<file path="src/core/pci_cfg_pkg.sv">
/*
 * Constants for the configuration-space header block: register byte
 * offsets, field positions, reset values, writable masks and the state
 * type of the recall sequencer.
 * Assumes a 256-byte configuration space addressed by byte with
 * 32-bit aligned words.
 */
package pci_cfg_pkg;

   // -------------------------------------------------------------
   // register offsets
   // -------------------------------------------------------------
   localparam logic [7:0] OFF_LOADED_IDENT = 8'h00;
   localparam logic [7:0] OFF_COMMAND_STATUS = 8'h04;
   localparam logic [7:0] OFF_CLASS_REVISION = 8'h08;
   localparam logic [7:0] OFF_LATENCY_CACHELINE = 8'h0C;
   localparam logic [7:0] OFF_IO_BASE = 8'h10;
   localparam logic [7:0] OFF_MEMORY_BASE = 8'h14;
   localparam logic [7:0] OFF_CARD_INFO_POINTER = 8'h28;
   localparam logic [7:0] OFF_SUBSYSTEM_IDENT = 8'h2C;
   localparam logic [7:0] OFF_BOOT_ROM_BASE = 8'h30;
   localparam logic [7:0] OFF_CAPABILITY_POINTER = 8'h34;
   localparam logic [7:0] OFF_INTERRUPT_CONFIG = 8'h3C;
   localparam logic [7:0] OFF_DRIVER_SCRATCH = 8'h40;
   localparam logic [7:0] OFF_CHIP_SIGNATURE = 8'h80;
   localparam logic [7:0] OFF_POWER_CAPABILITY = 8'hC0;
   localparam logic [7:0] OFF_POWER_CONTROL_STATUS = 8'hC4;

   // -------------------------------------------------------------
   // command/status fields
   // -------------------------------------------------------------
   localparam int BIT_IO_ENABLE = 0;
   localparam int BIT_MEM_ENABLE = 1;
   localparam int BIT_MASTER_ENABLE = 2;
   localparam int BIT_PARITY_RESPONSE = 6;
   localparam int BIT_SYSTEM_ERROR_EN = 8;
   localparam int BIT_NEW_CAPS = 20;
   localparam int BIT_FAST_B2B = 23;
   localparam int BIT_DATA_PARITY_REP = 24;
   localparam int BIT_DEVSEL_LO = 25;
   localparam int BIT_TARGET_ABORT = 28;
   localparam int BIT_MASTER_ABORT = 29;
   localparam int BIT_SYSTEM_ERROR = 30;
   localparam int BIT_PARITY_ERROR = 31;
   localparam logic [1:0] DEVSEL_MEDIUM = 2'h1;
   localparam logic [31:0] COMMAND_STATUS_RESET = 32'h0290_0000;

   // -------------------------------------------------------------
   // writable masks and fixed values
   // -------------------------------------------------------------
   localparam logic [31:0] MASK_LATENCY = 32'h0000_FFFF;
   localparam logic [31:0] MASK_IO_BASE = 32'hFFFF_FF00;
   localparam logic [31:0] MASK_MEMORY_BASE = 32'hFFFF_FC00;
   localparam logic [31:0] MASK_BOOT_ROM = 32'hFFFF_FC01;
   localparam logic [31:0] MASK_INT_LINE = 32'h0000_00FF;
   localparam logic [31:0] MASK_SCRATCH = 32'h0000_FF00;
   localparam logic [31:0] MASK_POWER_STATE = 32'h0000_0003;
   localparam logic [31:0] IO_SPACE_FLAG = 32'h0000_0001;
   localparam logic [7:0] CAPABILITY_IDENT_POWER = 8'h01;
   localparam logic [7:0] CAP_NEXT_NONE = 8'h00;

   typedef enum logic [1:0] {
      RECALL_START,
      RECALL_WAIT,
      RECALL_DONE
   } recall_state_t;

endpackage

</file>
<file path="src/core/pci_config_header_regs.sv">
/*
 * Configuration-space header register bank: identification, command and
 * status with error flags, base addresses, interrupt fields, scratch byte,
 * signature and power-management capability words.
 * Assumes the host-bridge side decodes configuration cycles into one-cycle
 * read/write strobes on ref_clk, and that the bus engine and EEPROM reader
 * run on the same clock and present one-cycle event pulses.
 */
`timescale 1ns/1ps
module pci_config_header_regs #(
   parameter logic [31:0] SIGNATURE_VALUE = 32'h1234_5678, // arbitrary
   parameter logic [31:0] CLASS_REVISION = 32'h0200_0011,
   parameter logic [15:0] POWER_CAPS = 16'h0000,
   parameter logic [7:0] INT_PIN = 8'h01
) (
   // clock and reset
   input wire logic ref_clk,
   input wire logic reset_n,
   // configuration access
   input wire logic cfgRead,
   input wire logic cfgWrite,
   input wire logic [7:0] cfgAddr,
   input wire logic [3:0] cfgByteEn,
   input wire logic [31:0] cfgWrData,
   output logic [31:0] cfgRdData,
   output logic cfgRdValid,
   // EEPROM recall
   output logic eeLoadRequest,
   input wire logic eeLoadDone,
   input wire logic [15:0] eeDeviceIdent,
   input wire logic [15:0] eeVendorIdent,
   input wire logic [31:0] eeCardInfo,
   input wire logic [31:0] eeSubsystemIdent,
   input wire logic [7:0] eeMaxLat,
   input wire logic [7:0] eeMinGnt,
   // bus engine events
   input wire logic dataParityErr,
   input wire logic addrParityErr,
   input wire logic masterAbort,
   input wire logic targetAbort,
   input wire logic busMasterActive,
   input wire logic perrDriven,
   input wire logic perrObserved,
   // error signalling
   output logic serrAssert,
   output logic perrAssert,
   output logic parityErrReport,
   // decoded controls
   output logic ioSpaceEnable,
   output logic memSpaceEnable,
   output logic busMasterEnable,
   output logic [7:0] latencyTimer,
   output logic [7:0] cacheLineSize,
   output logic [1:0] powerState
);

   generate
      if (INT_PIN > 8'h04) begin : g_bad_pin
         $error("interrupt pin must be 0 to 4");
      end
   endgenerate

   function automatic logic [31:0] mergeWord(input logic [31:0] oldV,
         input logic [31:0] newV, input logic [3:0] be,
         input logic [31:0] mask);
      logic [31:0] m;
      m = {{8{be[3]}}, {8{be[2]}}, {8{be[1]}}, {8{be[0]}}} & mask;
      return (oldV & ~m) | (newV & m);
   endfunction

   function automatic logic setClear(input logic cur, input logic set,
         input logic clr);
      return set | (cur & ~clr);
   endfunction

   logic [15:0] loadedDeviceIdent_r;
   logic [15:0] loadedVendorIdent_r;
   logic [31:0] cardInfoPointer_r;
   logic [31:0] subsystemIdent_r;
   logic [7:0] maxLat_r;
   logic [7:0] minGnt_r;
   pci_cfg_pkg::recall_state_t recall_r;
   logic [31:0] latency_r;
   logic [31:0] ioBase_r;
   logic [31:0] memBase_r;
   logic [31:0] bootRom_r;
   logic [31:0] intLine_r;
   logic [31:0] scratch_r;
   logic [31:0] powerCtl_r;
   logic [31:0] command_r;
   logic parityErrorFlag_r;
   logic systemErrorFlag_r;
   logic masterAbortFlag_r;
   logic targetAbortFlag_r;
   logic dataParityFlag_r;
   logic [31:0] commandStatus;
   logic [31:0] readWord;
   logic wrCmd;
   logic clrByte3;

   // -------------------------------------------------------------
   // EEPROM recall sequencer
   // -------------------------------------------------------------
   always_ff @(posedge ref_clk or negedge reset_n) begin
      if (!reset_n) begin
         recall_r <= pci_cfg_pkg::RECALL_START;
         eeLoadRequest <= 1'b0;
      end else begin
         case (recall_r)
            pci_cfg_pkg::RECALL_START: begin
               recall_r <= pci_cfg_pkg::RECALL_WAIT;
               eeLoadRequest <= 1'b1;
            end
            pci_cfg_pkg::RECALL_WAIT: begin
               if (eeLoadDone) begin
                  recall_r <= pci_cfg_pkg::RECALL_DONE;
                  eeLoadRequest <= 1'b0;
               end
            end
            pci_cfg_pkg::RECALL_DONE: begin
               eeLoadRequest <= 1'b0;
            end
            default: begin
               recall_r <= pci_cfg_pkg::RECALL_START;
               eeLoadRequest <= 1'b0;
            end
         endcase
      end
   end

   always_ff @(posedge ref_clk or negedge reset_n) begin
      if (!reset_n) begin
         loadedDeviceIdent_r <= 16'h0000;
         loadedVendorIdent_r <= 16'h0000;
         cardInfoPointer_r <= 32'h0000_0000;
         subsystemIdent_r <= 32'h0000_0000;
         maxLat_r <= 8'h00;
         minGnt_r <= 8'h00;
      end else if (recall_r == pci_cfg_pkg::RECALL_WAIT && eeLoadDone) begin
         loadedDeviceIdent_r <= eeDeviceIdent;
         loadedVendorIdent_r <= eeVendorIdent;
         cardInfoPointer_r <= eeCardInfo;
         subsystemIdent_r <= eeSubsystemIdent;
         maxLat_r <= eeMaxLat;
         minGnt_r <= eeMinGnt;
      end
   end

   // -------------------------------------------------------------
   // software-writable registers
   // -------------------------------------------------------------
   always_ff @(posedge ref_clk or negedge reset_n) begin
      if (!reset_n) begin
         latency_r <= 32'h0000_0000;
         ioBase_r <= 32'h0000_0000;
         memBase_r <= 32'h0000_0000;
         bootRom_r <= 32'h0000_0000;
         intLine_r <= 32'h0000_0000;
         scratch_r <= 32'h0000_0000;
         powerCtl_r <= 32'h0000_0000;
      end else if (cfgWrite) begin
         // read-only and reserved offsets fall through untouched
         case (cfgAddr & 8'hFC)
            pci_cfg_pkg::OFF_LATENCY_CACHELINE:
               latency_r <= mergeWord(latency_r, cfgWrData, cfgByteEn,
                  pci_cfg_pkg::MASK_LATENCY);
            pci_cfg_pkg::OFF_IO_BASE:
               ioBase_r <= mergeWord(ioBase_r, cfgWrData, cfgByteEn,
                  pci_cfg_pkg::MASK_IO_BASE);
            pci_cfg_pkg::OFF_MEMORY_BASE:
               memBase_r <= mergeWord(memBase_r, cfgWrData, cfgByteEn,
                  pci_cfg_pkg::MASK_MEMORY_BASE);
            pci_cfg_pkg::OFF_BOOT_ROM_BASE:
               bootRom_r <= mergeWord(bootRom_r, cfgWrData, cfgByteEn,
                  pci_cfg_pkg::MASK_BOOT_ROM);
            pci_cfg_pkg::OFF_INTERRUPT_CONFIG:
               intLine_r <= mergeWord(intLine_r, cfgWrData, cfgByteEn,
                  pci_cfg_pkg::MASK_INT_LINE);
            pci_cfg_pkg::OFF_DRIVER_SCRATCH:
               scratch_r <= mergeWord(scratch_r, cfgWrData, cfgByteEn,
                  pci_cfg_pkg::MASK_SCRATCH);
            pci_cfg_pkg::OFF_POWER_CONTROL_STATUS:
               powerCtl_r <= mergeWord(powerCtl_r, cfgWrData, cfgByteEn,
                  pci_cfg_pkg::MASK_POWER_STATE);
            default: begin
            end
         endcase
      end
   end

   // -------------------------------------------------------------
   // command half
   // -------------------------------------------------------------
   assign wrCmd = cfgWrite &&
      (cfgAddr & 8'hFC) == pci_cfg_pkg::OFF_COMMAND_STATUS;

   always_ff @(posedge ref_clk or negedge reset_n) begin
      if (!reset_n) begin
         command_r <= pci_cfg_pkg::COMMAND_STATUS_RESET &
            32'h0000_FFFF;
      end else if (wrCmd) begin
         command_r <= mergeWord(command_r, cfgWrData, cfgByteEn,
            (32'h1 << pci_cfg_pkg::BIT_IO_ENABLE) |
            (32'h1 << pci_cfg_pkg::BIT_MEM_ENABLE) |
            (32'h1 << pci_cfg_pkg::BIT_MASTER_ENABLE) |
            (32'h1 << pci_cfg_pkg::BIT_PARITY_RESPONSE) |
            (32'h1 << pci_cfg_pkg::BIT_SYSTEM_ERROR_EN));
      end
   end

   // -------------------------------------------------------------
   // error signalling
   // -------------------------------------------------------------
   always_ff @(posedge ref_clk or negedge reset_n) begin
      if (!reset_n) begin
         serrAssert <= 1'b0;
         perrAssert <= 1'b0;
         parityErrReport <= 1'b0;
      end else begin
         serrAssert <= addrParityErr &&
            command_r[pci_cfg_pkg::BIT_SYSTEM_ERROR_EN];
         perrAssert <= dataParityErr &&
            command_r[pci_cfg_pkg::BIT_PARITY_RESPONSE];
         parityErrReport <= (dataParityErr || addrParityErr) &&
            command_r[pci_cfg_pkg::BIT_PARITY_RESPONSE];
      end
   end

   // -------------------------------------------------------------
   // status flags: write one clears, a new event wins
   // -------------------------------------------------------------
   assign clrByte3 = wrCmd && cfgByteEn[3];

   always_ff @(posedge ref_clk or negedge reset_n) begin
      if (!reset_n) begin
         parityErrorFlag_r <= 1'b0;
         systemErrorFlag_r <= 1'b0;
         masterAbortFlag_r <= 1'b0;
         targetAbortFlag_r <= 1'b0;
         dataParityFlag_r <= 1'b0;
      end else begin
         parityErrorFlag_r <= setClear(parityErrorFlag_r,
            dataParityErr || addrParityErr,
            clrByte3 && cfgWrData[pci_cfg_pkg::BIT_PARITY_ERROR]);
         systemErrorFlag_r <= setClear(systemErrorFlag_r, serrAssert,
            clrByte3 && cfgWrData[pci_cfg_pkg::BIT_SYSTEM_ERROR]);
         masterAbortFlag_r <= setClear(masterAbortFlag_r, masterAbort,
            clrByte3 && cfgWrData[pci_cfg_pkg::BIT_MASTER_ABORT]);
         targetAbortFlag_r <= setClear(targetAbortFlag_r, targetAbort,
            clrByte3 && cfgWrData[pci_cfg_pkg::BIT_TARGET_ABORT]);
         dataParityFlag_r <= setClear(dataParityFlag_r,
            busMasterActive && (perrDriven || perrObserved) &&
            command_r[pci_cfg_pkg::BIT_PARITY_RESPONSE],
            clrByte3 && cfgWrData[pci_cfg_pkg::BIT_DATA_PARITY_REP]);
      end
   end

   always_comb begin
      commandStatus = command_r & 32'h0000_FFFF;
      commandStatus[pci_cfg_pkg::BIT_PARITY_ERROR] = parityErrorFlag_r;
      commandStatus[pci_cfg_pkg::BIT_SYSTEM_ERROR] = systemErrorFlag_r;
      commandStatus[pci_cfg_pkg::BIT_MASTER_ABORT] = masterAbortFlag_r;
      commandStatus[pci_cfg_pkg::BIT_TARGET_ABORT] = targetAbortFlag_r;
      commandStatus[pci_cfg_pkg::BIT_DATA_PARITY_REP] = dataParityFlag_r;
      commandStatus[pci_cfg_pkg::BIT_DEVSEL_LO +: 2] =
         pci_cfg_pkg::DEVSEL_MEDIUM;
      commandStatus[pci_cfg_pkg::BIT_FAST_B2B] = 1'b1;
      commandStatus[pci_cfg_pkg::BIT_NEW_CAPS] = 1'b1;
   end

   // -------------------------------------------------------------
   // read path
   // -------------------------------------------------------------
   always_comb begin
      case (cfgAddr & 8'hFC)
         pci_cfg_pkg::OFF_LOADED_IDENT:
            readWord = {loadedDeviceIdent_r, loadedVendorIdent_r};
         pci_cfg_pkg::OFF_COMMAND_STATUS:
            readWord = commandStatus;
         pci_cfg_pkg::OFF_CLASS_REVISION:
            readWord = CLASS_REVISION;
         pci_cfg_pkg::OFF_LATENCY_CACHELINE:
            readWord = latency_r;
         pci_cfg_pkg::OFF_IO_BASE:
            readWord = ioBase_r | pci_cfg_pkg::IO_SPACE_FLAG;
         pci_cfg_pkg::OFF_MEMORY_BASE:
            readWord = memBase_r;
         pci_cfg_pkg::OFF_CARD_INFO_POINTER:
            readWord = cardInfoPointer_r;
         pci_cfg_pkg::OFF_SUBSYSTEM_IDENT:
            readWord = subsystemIdent_r;
         pci_cfg_pkg::OFF_BOOT_ROM_BASE:
            readWord = bootRom_r;
         pci_cfg_pkg::OFF_CAPABILITY_POINTER:
            readWord = {24'h000000, pci_cfg_pkg::OFF_POWER_CAPABILITY};
         pci_cfg_pkg::OFF_INTERRUPT_CONFIG:
            readWord = {maxLat_r, minGnt_r, INT_PIN, intLine_r[7:0]};
         pci_cfg_pkg::OFF_DRIVER_SCRATCH:
            readWord = scratch_r & pci_cfg_pkg::MASK_SCRATCH;
         pci_cfg_pkg::OFF_CHIP_SIGNATURE:
            readWord = SIGNATURE_VALUE;
         pci_cfg_pkg::OFF_POWER_CAPABILITY:
            readWord = {POWER_CAPS, pci_cfg_pkg::CAP_NEXT_NONE,
               pci_cfg_pkg::CAPABILITY_IDENT_POWER};
         pci_cfg_pkg::OFF_POWER_CONTROL_STATUS:
            readWord = powerCtl_r;
         default:
            readWord = 32'h0000_0000;
      endcase
   end

   always_ff @(posedge ref_clk or negedge reset_n) begin
      if (!reset_n) begin
         cfgRdData <= 32'h0000_0000;
         cfgRdValid <= 1'b0;
      end else begin
         cfgRdValid <= cfgRead;
         if (cfgRead) begin
            cfgRdData <= readWord;
         end
      end
   end

   // -------------------------------------------------------------
   // decoded control outputs
   // -------------------------------------------------------------
   always_ff @(posedge ref_clk or negedge reset_n) begin
      if (!reset_n) begin
         ioSpaceEnable <= 1'b0;
         memSpaceEnable <= 1'b0;
         busMasterEnable <= 1'b0;
         latencyTimer <= 8'h00;
         cacheLineSize <= 8'h00;
         powerState <= 2'h0;
      end else begin
         ioSpaceEnable <= command_r[pci_cfg_pkg::BIT_IO_ENABLE];
         memSpaceEnable <= command_r[pci_cfg_pkg::BIT_MEM_ENABLE];
         busMasterEnable <= command_r[pci_cfg_pkg::BIT_MASTER_ENABLE];
         latencyTimer <= latency_r[15:8];
         cacheLineSize <= latency_r[7:0];
         powerState <= powerCtl_r[1:0];
      end
   end
endmodule

</file>
<file path="config.mk">
export PLATFORM = sky130hd
export DESIGN_NAME = pci_config_header_regs
export DESIGN_NICKNAME = d
export VERILOG_FILES = /design/src/core/pci_cfg_pkg.sv /design/src/core/pci_config_header_regs.sv
export SDC_FILE = /design/constraint.sdc
export NUM_CORES = 1
export LEC_CHECK = 0
export BUFFER_PORTS_ARGS = -buffer_cell sky130_fd_sc_hd__clkbuf_2
export CAP_MARGIN = 20
export CELL_PAD_IN_SITES_DETAIL_PLACEMENT = 0
export CELL_PAD_IN_SITES_GLOBAL_PLACEMENT = 1
export CORE_MARGIN = 10
export CORE_UTILIZATION = 45
export DETAILED_ROUTE_END_ITERATION = 7
export GPL_TIMING_DRIVEN = 0
export PLACE_DENSITY_LB_ADDON = 0.1
export SLEW_MARGIN = 0
export SYNTH_ARGS = -nofsm -noshare
export SYNTH_HDL_FRONTEND = slang
export SYNTH_SLANG_ARGS = --single-unit
</file>
<file path="constraint.sdc">
create_clock -name ref_clk -period 2.71 [get_ports ref_clk]
set_input_delay 0.542 -clock ref_clk [delete_from_list [all_inputs] [get_ports ref_clk]]
set_output_delay 0.542 -clock ref_clk [all_outputs]
set_load 0.02 [all_outputs]
</file>
# Yosys cells after proc, flatten, opt, wreduce, memory -nomap -nowiden
# Cells that the tools add are included.
dict set report word_totals {
  out_inout_bits 58
  register_bits 433
}
dict set report op_classes {
  bitwise 48
  n_mux 5
  n_reduce_logical 25
  eq_ne 17
}
# operator n
set op_table {}
lappend op_table {{$pmux W32 S15} 1}
lappend op_table {{$and A32 B32 Y32} 11}
lappend op_table {{$or A32 B32 Y32} 8}
lappend op_table {{$not A32 Y32} 3}
lappend op_table {{$and A32 B16 Y32} 2}
lappend op_table {{$not A16 Y32} 2}
lappend op_table {{$and A32 B2 Y32} 1}
lappend op_table {{$and A32 B8 Y32} 1}
lappend op_table {{$and A32 B9 Y32} 1}
lappend op_table {{$not A2 Y32} 1}
lappend op_table {{$not A8 Y32} 1}
lappend op_table {{$not A9 Y32} 1}
lappend op_table {{$eq A6 B4 Y1 const B} 5}
lappend op_table {{$eq A6 B6 Y1 const B} 3}
lappend op_table {{$reduce_and A2 Y1} 8}
lappend op_table {{$logic_and A1 B1 Y1} 13}
lappend op_table {{$eq A6 B2 Y1 const B} 2}
lappend op_table {{$eq A6 B3 Y1 const B} 2}
lappend op_table {{$logic_not A8 Y1} 1}
lappend op_table {{$eq A6 B1 Y1 const B} 1}
lappend op_table {{$eq A6 B5 Y1 const B} 1}
lappend op_table {{$not A1 Y1} 6}
lappend op_table {{$pmux W2 S3} 1}
lappend op_table {{$and A1 B1 Y1} 5}
lappend op_table {{other kinds (9)} 14}

# Logic depth before layout (Yosys ltp)
# Gate-level depths: netlist of run 1.
dict set report logic_depth {
  depth_word 7
  depth_mapped 7
  mapped_depth_nobuf 4
}

# Worst setup path before layout of run 1
# No wires, ideal clock.
dict set report synth_path {
  kind {input port to flip-flop}
  startpoint {input port cfgAddr[7]}
  endpoint {register with a tool-made name}
  path_stages 6
  required_ps 2585
  arrival_ps 2069
  path_slack_ps 516
  setup_ps 125
  cell_sequence {buf_6 > or3b_1 > buf_6 > buf_2 > nor4_4 > mux2_2}
}
# element line_no
set synth_rtl {}
lappend synth_rtl {{start: declaration} pci_config_header_regs.sv:22} ;# input wire logic [7:0] cfgAddr,

==> results of run 1 <==
==> final timing paths <==
| check | endpoint | cells after the start |
|---|---|---|
| setup / recovery | cfgRdData[21] | 6 |
| hold / removal | async pin | 1 |
| setup reg to reg | loadedVendorIdent_r[9] | 5 |
| hold reg to reg | memSpaceEnable | 0 |
| max in group asynchronous | async pin | 2 |
| min in group ref_clk | cfgRdValid | 1 |
==> worst reg2reg max path, cell delays in order (launching register included) <==
cell,delay (ps)
dfrtp_1,350
inv_1,50
nand3_1,160
clkbuf_1,460
clkbuf_1,820
mux2_2,430
==> layout make-up <==
class / count / area, um2
Fill cell: 2397 / 12100
Sequential cell: 285 / 7130
Multi-Input combinational cell: 573 / 4890
Timing Repair Buffer: 225 / 1180
Clock buffer: 46 / 891
Tap cell: 341 / 427
Buffer: 55 / 241
Inverter: 5 / 18.8
Clock inverter: 1 / 16.3
Antenna cell: 1 / 2.50
==> Yosys cell counts (2+ instances only) <==
cell | n | area, um2
dfrtp_1 | 285 | 7130
mux2_2 | 221 | 2490
nor2_1 | 46 | 173
nor3_1 | 33 | 165
clkbuf_1 | 32 | 120
mux2i_1 | 30 | 300
and3_1 | 28 | 175
a22oi_1 | 27 | 203
a21oi_1 | 23 | 115
nand2_1 | 19 | 71.3
a2111oi_0 | 16 | 140
buf_2 | 15 | 75.1
a311oi_1 | 14 | 123
nand3_1 | 12 | 60.1
a31oi_1 | 10 | 62.6
a221oi_1 | 7 | 61.3
a222oi_1 | 6 | 60.1
buf_1 | 6 | 22.5
o21ai_0 | 6 | 30.0
a21boi_0 | 5 | 37.5
a22o_1 | 5 | 43.8
and2_1 | 5 | 31.3
a21o_1 | 4 | 30.0
inv_1 | 4 | 15.0
nor2b_1 | 4 | 25.0
or3b_2 | 4 | 35.0
nand2b_1 | 3 | 18.8
nor3b_1 | 3 | 22.5
nor4_1 | 3 | 18.8
nor4_4 | 3 | 63.8
or2_2 | 3 | 18.8
or3_1 | 3 | 18.8
a211o_1 | 2 | 17.5
buf_6 | 2 | 22.5
nand3_4 | 2 | 35.0
nand3b_1 | 2 | 15.0
nor2_2 | 2 | 12.5
nor3_4 | 2 | 32.5
o2bb2ai_1 | 2 | 17.5
o31ai_1 | 2 | 15.0
==> placed cells by master, fill, tap and decap left out, drive strengths merged, types with 16 or more instances in the layout <==
master / instances
dfrtp: 285
and3: 28
mux2i: 30
a22oi: 27
a2111oi: 16
mux2: 221
nor3: 36
buf: 26
nor2: 48
a21oi: 23
clkbuf: 300
nand2: 19
==> metal layers <==
layer	GRT usage	wire length, um
met5	0	0
met4	0.0540	943
met3	0.0521	3050
met2	0.375	19000
met1	0.325	17900
==> cell families after synthesis <==
family | Yosys count
AOI/OAI and AO/OA | 135
DFF | 285
and+or+nand+nor | 186
xor gates and xnor gates | 1
muxes | 251
buffers and inverters | 60
==> stage by stage <==
step	area [um2]	util	TNS (ps)	cells	hold slack, ps
after global placement	13800	0.514	-1456570	1481	383
after CTS	14800	0.550	0	1531	56.6
after global routing	14800	0.550	0	1531	91.7
final	14800	0.551	0	1532	49.4
after floorplan	12300	-	0	918	246
after detailed placement	13900	0.516	-29960	1484	390
==> power by group through the flow <==
stage                     registers [W]  clock network [W]  logic (W)
final                           0.00596            0.00386    0.00240
after floorplan                 0.00587                  0    0.00159
after detailed placement        0.00603                  0    0.00242
after global routing            0.00607            0.00412    0.00260
after global placement          0.00601                  0    0.00235
after CTS                       0.00596            0.00394    0.00243
==> results.cfg, run 1 <==
[placement]
globalplace.congestion = 0.902
post-dp-hpwl_um = 29600
port_buffers = 222
dp_worst_setup_slack_ps = -570

[sta]
timing_worst_slew_pin_value_ps = 1140
finalCritPeriodShare = 0.967
fmaxAchievable_mhz = 382
rsz0062_at_grt = false
finalSetupViolCount = 0
timing_hold_violations_final = 0
slew-limit-headroom = 0.240
fin_worst_skew_ps = 26.0
final_critical_path_setup_slack_ps = 89.5
maxSlewViolCount = 0
period_minus_slack_ps = 2620

[floorplanning]
rows = 60
num_io_pins = 226
floorplan.initialDensity = 0.456
fp.dieArea_mm2 = 0.0343
dieWidth_um = 185
fp.dieH_um = 185
coreArea_mm2 = 0.0269

[power]
power.share.combinational = 0.197
internal_power_w = 0.00885
seq_power_share = 0.488
totalPowerFinal_w = 0.0122
power_frac_clock = 0.316
netSwitchingPower_w = 0.00337
netSwitchingFraction = 0.276
max-vdd-ir-drop_uv = 532
power.density_mw_per_mm2 = 826
p_leak_nw = 6.99

[clock_network]
cts-resized-gates = 0
path_clk_slew_ps = 60
clock-sinks = 285
worst_skew_pair.late_latency_ps = 570
cts.repair_timing.setup_buffer_count = 0
cts.root.buffer_cell = clkbuf_16
clock_tree_from_tritoncts = built
htreeDepth = 1
clock_path_buffers = 3
cts.hold.buffers_added = 0
numCtsBuffers = 30

[final_layout]
drive_above_1_share = 0.441
layout-area-overhead-vs-synth_pct = 20.6
nets = 1343

[yosys]
ys_seq_elements = 285
synth_top_flop_cell = dfrtp_1
synth_top_family_by_area = multiplexers
yosys_warnings = 0
synth_compound_gate_area_share = 0.0818
synth.yosys.seq_area_share = 0.581
synthAdderAreaFrac = 0
post_synth_instance_area_mm2 = 0.0123
yosys.area_share.simple = 0.0877
synth_edf_count = 0
post_synth.cell_area_avg_um2 = 13.4
synthXorXnorAreaFrac = 0.000714
synthCells = 918
async_set_or_reset_register_ratio_after_synthesis = 1.00
synthesis.nets = 1086
synth_mux_area_frac = 0.227
synth_cell_types = 57

[detailed_routing]
drt_pass_1_iters = 8
detail_route.vias_per_cell = 5.84
antenna_left = 0
post_drt_wl_per_cell_um = 26.7
drt_iter0_markers = 710
drt_drc_violations_left = 0
final_wirelength_um = 40900
routed-via-count = 8949

[global_routing]
global_route.usage.total = 0.237
overflow_after_grt = 0
initial_antenna_violation_count = 1
largest_net_degree_at_the_start_of_global_routing = 112
wire_length_of_the_first_global_routing_pass_um = 60200
first_global_vias = 9215

[min_path]
timing.hold.worst.class = in -> async

[setup_path]
critPathRequiredTime_ps = 3110
path_delay_family = buffers and inverters
max_stage_delay_ps = 670
timing.critical_path.to_type = flop
setup.worst_path.class = in -> reg
crit_path_cell_trace = clkbuf_2 -> clkbuf_1 -> clkinv_1 -> nor3_1 -> clkbuf_1 -> a311oi_1
cp.buffers_inverters = 4
crit_arrival_ps = 3020
critical_path.max_fanout = 10
worst_path_max_delay_cell = nor3_1
critical-path-top-cell-by-count = clkbuf_1
cp-start-kind = input pin
regToRegSetupSlack_ps = 310
critical_r2r_launch = recall_r[1]
setup.worst_path.start = cfgRead

[outcome]
status = finished, final reports clean

[job]
drv_cap = 0
(Power assumes the default switching activity.)
==> run 2: changes to the inputs <==
CORE_UTILIZATION = 49   (was 45)
==> results.cfg, run 2 (synthesis gave the netlist of run 1 again) <==
[setup_path]
cp-start-kind = input pin
critical_r2r_launch = recall_r[1]
critPathRequiredTime_ps = 3110
setup.worst_path.start = cfgAddr[2]
timing.critical_path.to_type = flop
critical_path.max_fanout = 10
crit_arrival_ps = 3140
setup.worst_path.class = in -> reg

[outcome]
violations = hold timing, setup timing
status = complete, but fails checks

[clock_network]
numCtsBuffers = 30
cts.root.buffer_cell = clkbuf_16
cts.repair_timing.setup_buffer_count = 0
clock_tree_from_tritoncts = built
clock-sinks = 285
path_clk_slew_ps = 60
clock_path_buffers = 3
worst_skew_pair.late_latency_ps = 560
htreeDepth = 1

[global_routing]
largest_net_degree_at_the_start_of_global_routing = 111
initial_antenna_violation_count = 4
first_global_vias = 9464
global_route.usage.total = 0.248
overflow_after_grt = 0
wire_length_of_the_first_global_routing_pass_um = 59000

[power]
power.density_mw_per_mm2 = 837
totalPowerFinal_w = 0.0124
max-vdd-ir-drop_uv = 564
p_leak_nw = 7.02

[sta]
whs_ps = -2.55
period_minus_slack_ps = 2740
maxSlewViolCount = 0
finalCritPeriodShare = 1.01
finalSetupViolCount = 1
timing_hold_violations_final = 2
rsz0062_at_grt = true
fmaxAchievable_mhz = 365
timing_worst_slew_pin_value_ps = 1090
fin_worst_skew_ps = 7.55
slew-limit-headroom = 0.271
setup_tns_ps = -31.3
final_critical_path_setup_slack_ps = -31.3

[min_path]
timing.hold.worst.class = in -> async

[floorplanning]
fp.dieH_um = 178
rows = 57
floorplan.initialDensity = 0.502
dieWidth_um = 178
fp.dieArea_mm2 = 0.0318
num_io_pins = 226
coreArea_mm2 = 0.0245

[final_layout]
nets = 1343
most-common-layout-cells = dfrtp_1, clkbuf_2, mux2_2
drive_above_1_share = 0.444
final_common_cell = dfrtp_1
layout-area-overhead-vs-synth_pct = 20.8
filler_cell_count_in_the_final_layout = 2054

[placement]
globalplace.congestion = 0.891
dp_worst_setup_slack_ps = -550
port_buffers = 222
post-dp-hpwl_um = 28500

[detailed_routing]
drt_drc_violations_left = 0
drt_iter0_markers = 716
post_drt_wl_per_cell_um = 26.4
antenna_left = 0
routed-via-count = 8983
final_wirelength_um = 40100
detail_route.vias_per_cell = 5.92
drt_pass_1_iters = 7

[job]
drv_cap = 0
run 2: where the power goes:
group	leakage, nW	total [W]	switching [W]	internal, W
Sequential	3.63	0.00597	0.000619	0.00535
Clock	0.474	0.00402	0.00164	0.00238
Combinational	2.91	0.00242	0.00115	0.00128
Total	7.02	0.0124	0.00341	0.00901
run 2: final cells by class:
cell class	count	area (um2)	share of cell area
Clock inverter	8	90.1	0.00608
Multi-Input combinational cell	573	4880	0.330
Antenna cell	3	7.51	0.000506
Clock buffer	40	860	0.0580
Sequential cell	285	7130	0.481
Timing Repair Buffer	225	1180	0.0799
Tap cell	324	405	0.0273
Buffer	55	241	0.0163
Inverter	5	18.8	0.00127
run 2: repair_timing:
action / 4_1_cts / 5_1_grt
gates resized for setup: 1 / 3
endpoints found under the setup margin: 1 / 22
hold buffers: 0 / 0
gates cloned: 0 / 0
run 2: worst max-delay path, cell delays in order:
cell       delay (ps)
clkbuf_2          150
buf_2             300
buf_1             840
o31ai_1           380
a2111oi_0         740
a211oi_1          170
run 2: metal layers:
layer,vias up,global-route usage,routed length [um]
met5,-,0,8
met3,85,0.0638,3340
met1,4580,0.322,16500
met2,375,0.403,19000
met4,2,0.0744,1250
li1,3941,-,-
run 2: per-stage QoR:
stage | cell area (um2) | instances | hold WS (ps) | util
2_1_floorplan | 12300 | 918 | 246 | -
3_3_place_gp | 13800 | 1464 | 379 | 0.564
3_5_place_dp | 13900 | 1467 | 385 | 0.567
4_1_cts | 14800 | 1515 | 30.0 | 0.605
5_1_grt | 14800 | 1516 | 52.1 | 0.606
6_report | 14800 | 1518 | -2.55 | 0.606
run 2: worst paths after layout:
path / slack (ps) / cells after the start / to
setup / recovery: -30 / 6 / cfgRdData[25]
hold / removal: -3 / 1 / maxLat_r[0]
setup reg to reg: 230 / 5 / maxLat_r[2]
hold reg to reg: 400 / 0 / cacheLineSize[4]
max in group asynchronous: 1280 / 3 / cardInfoPointer_r[11]
min in group ref_clk: 110 / 1 / cfgRdValid
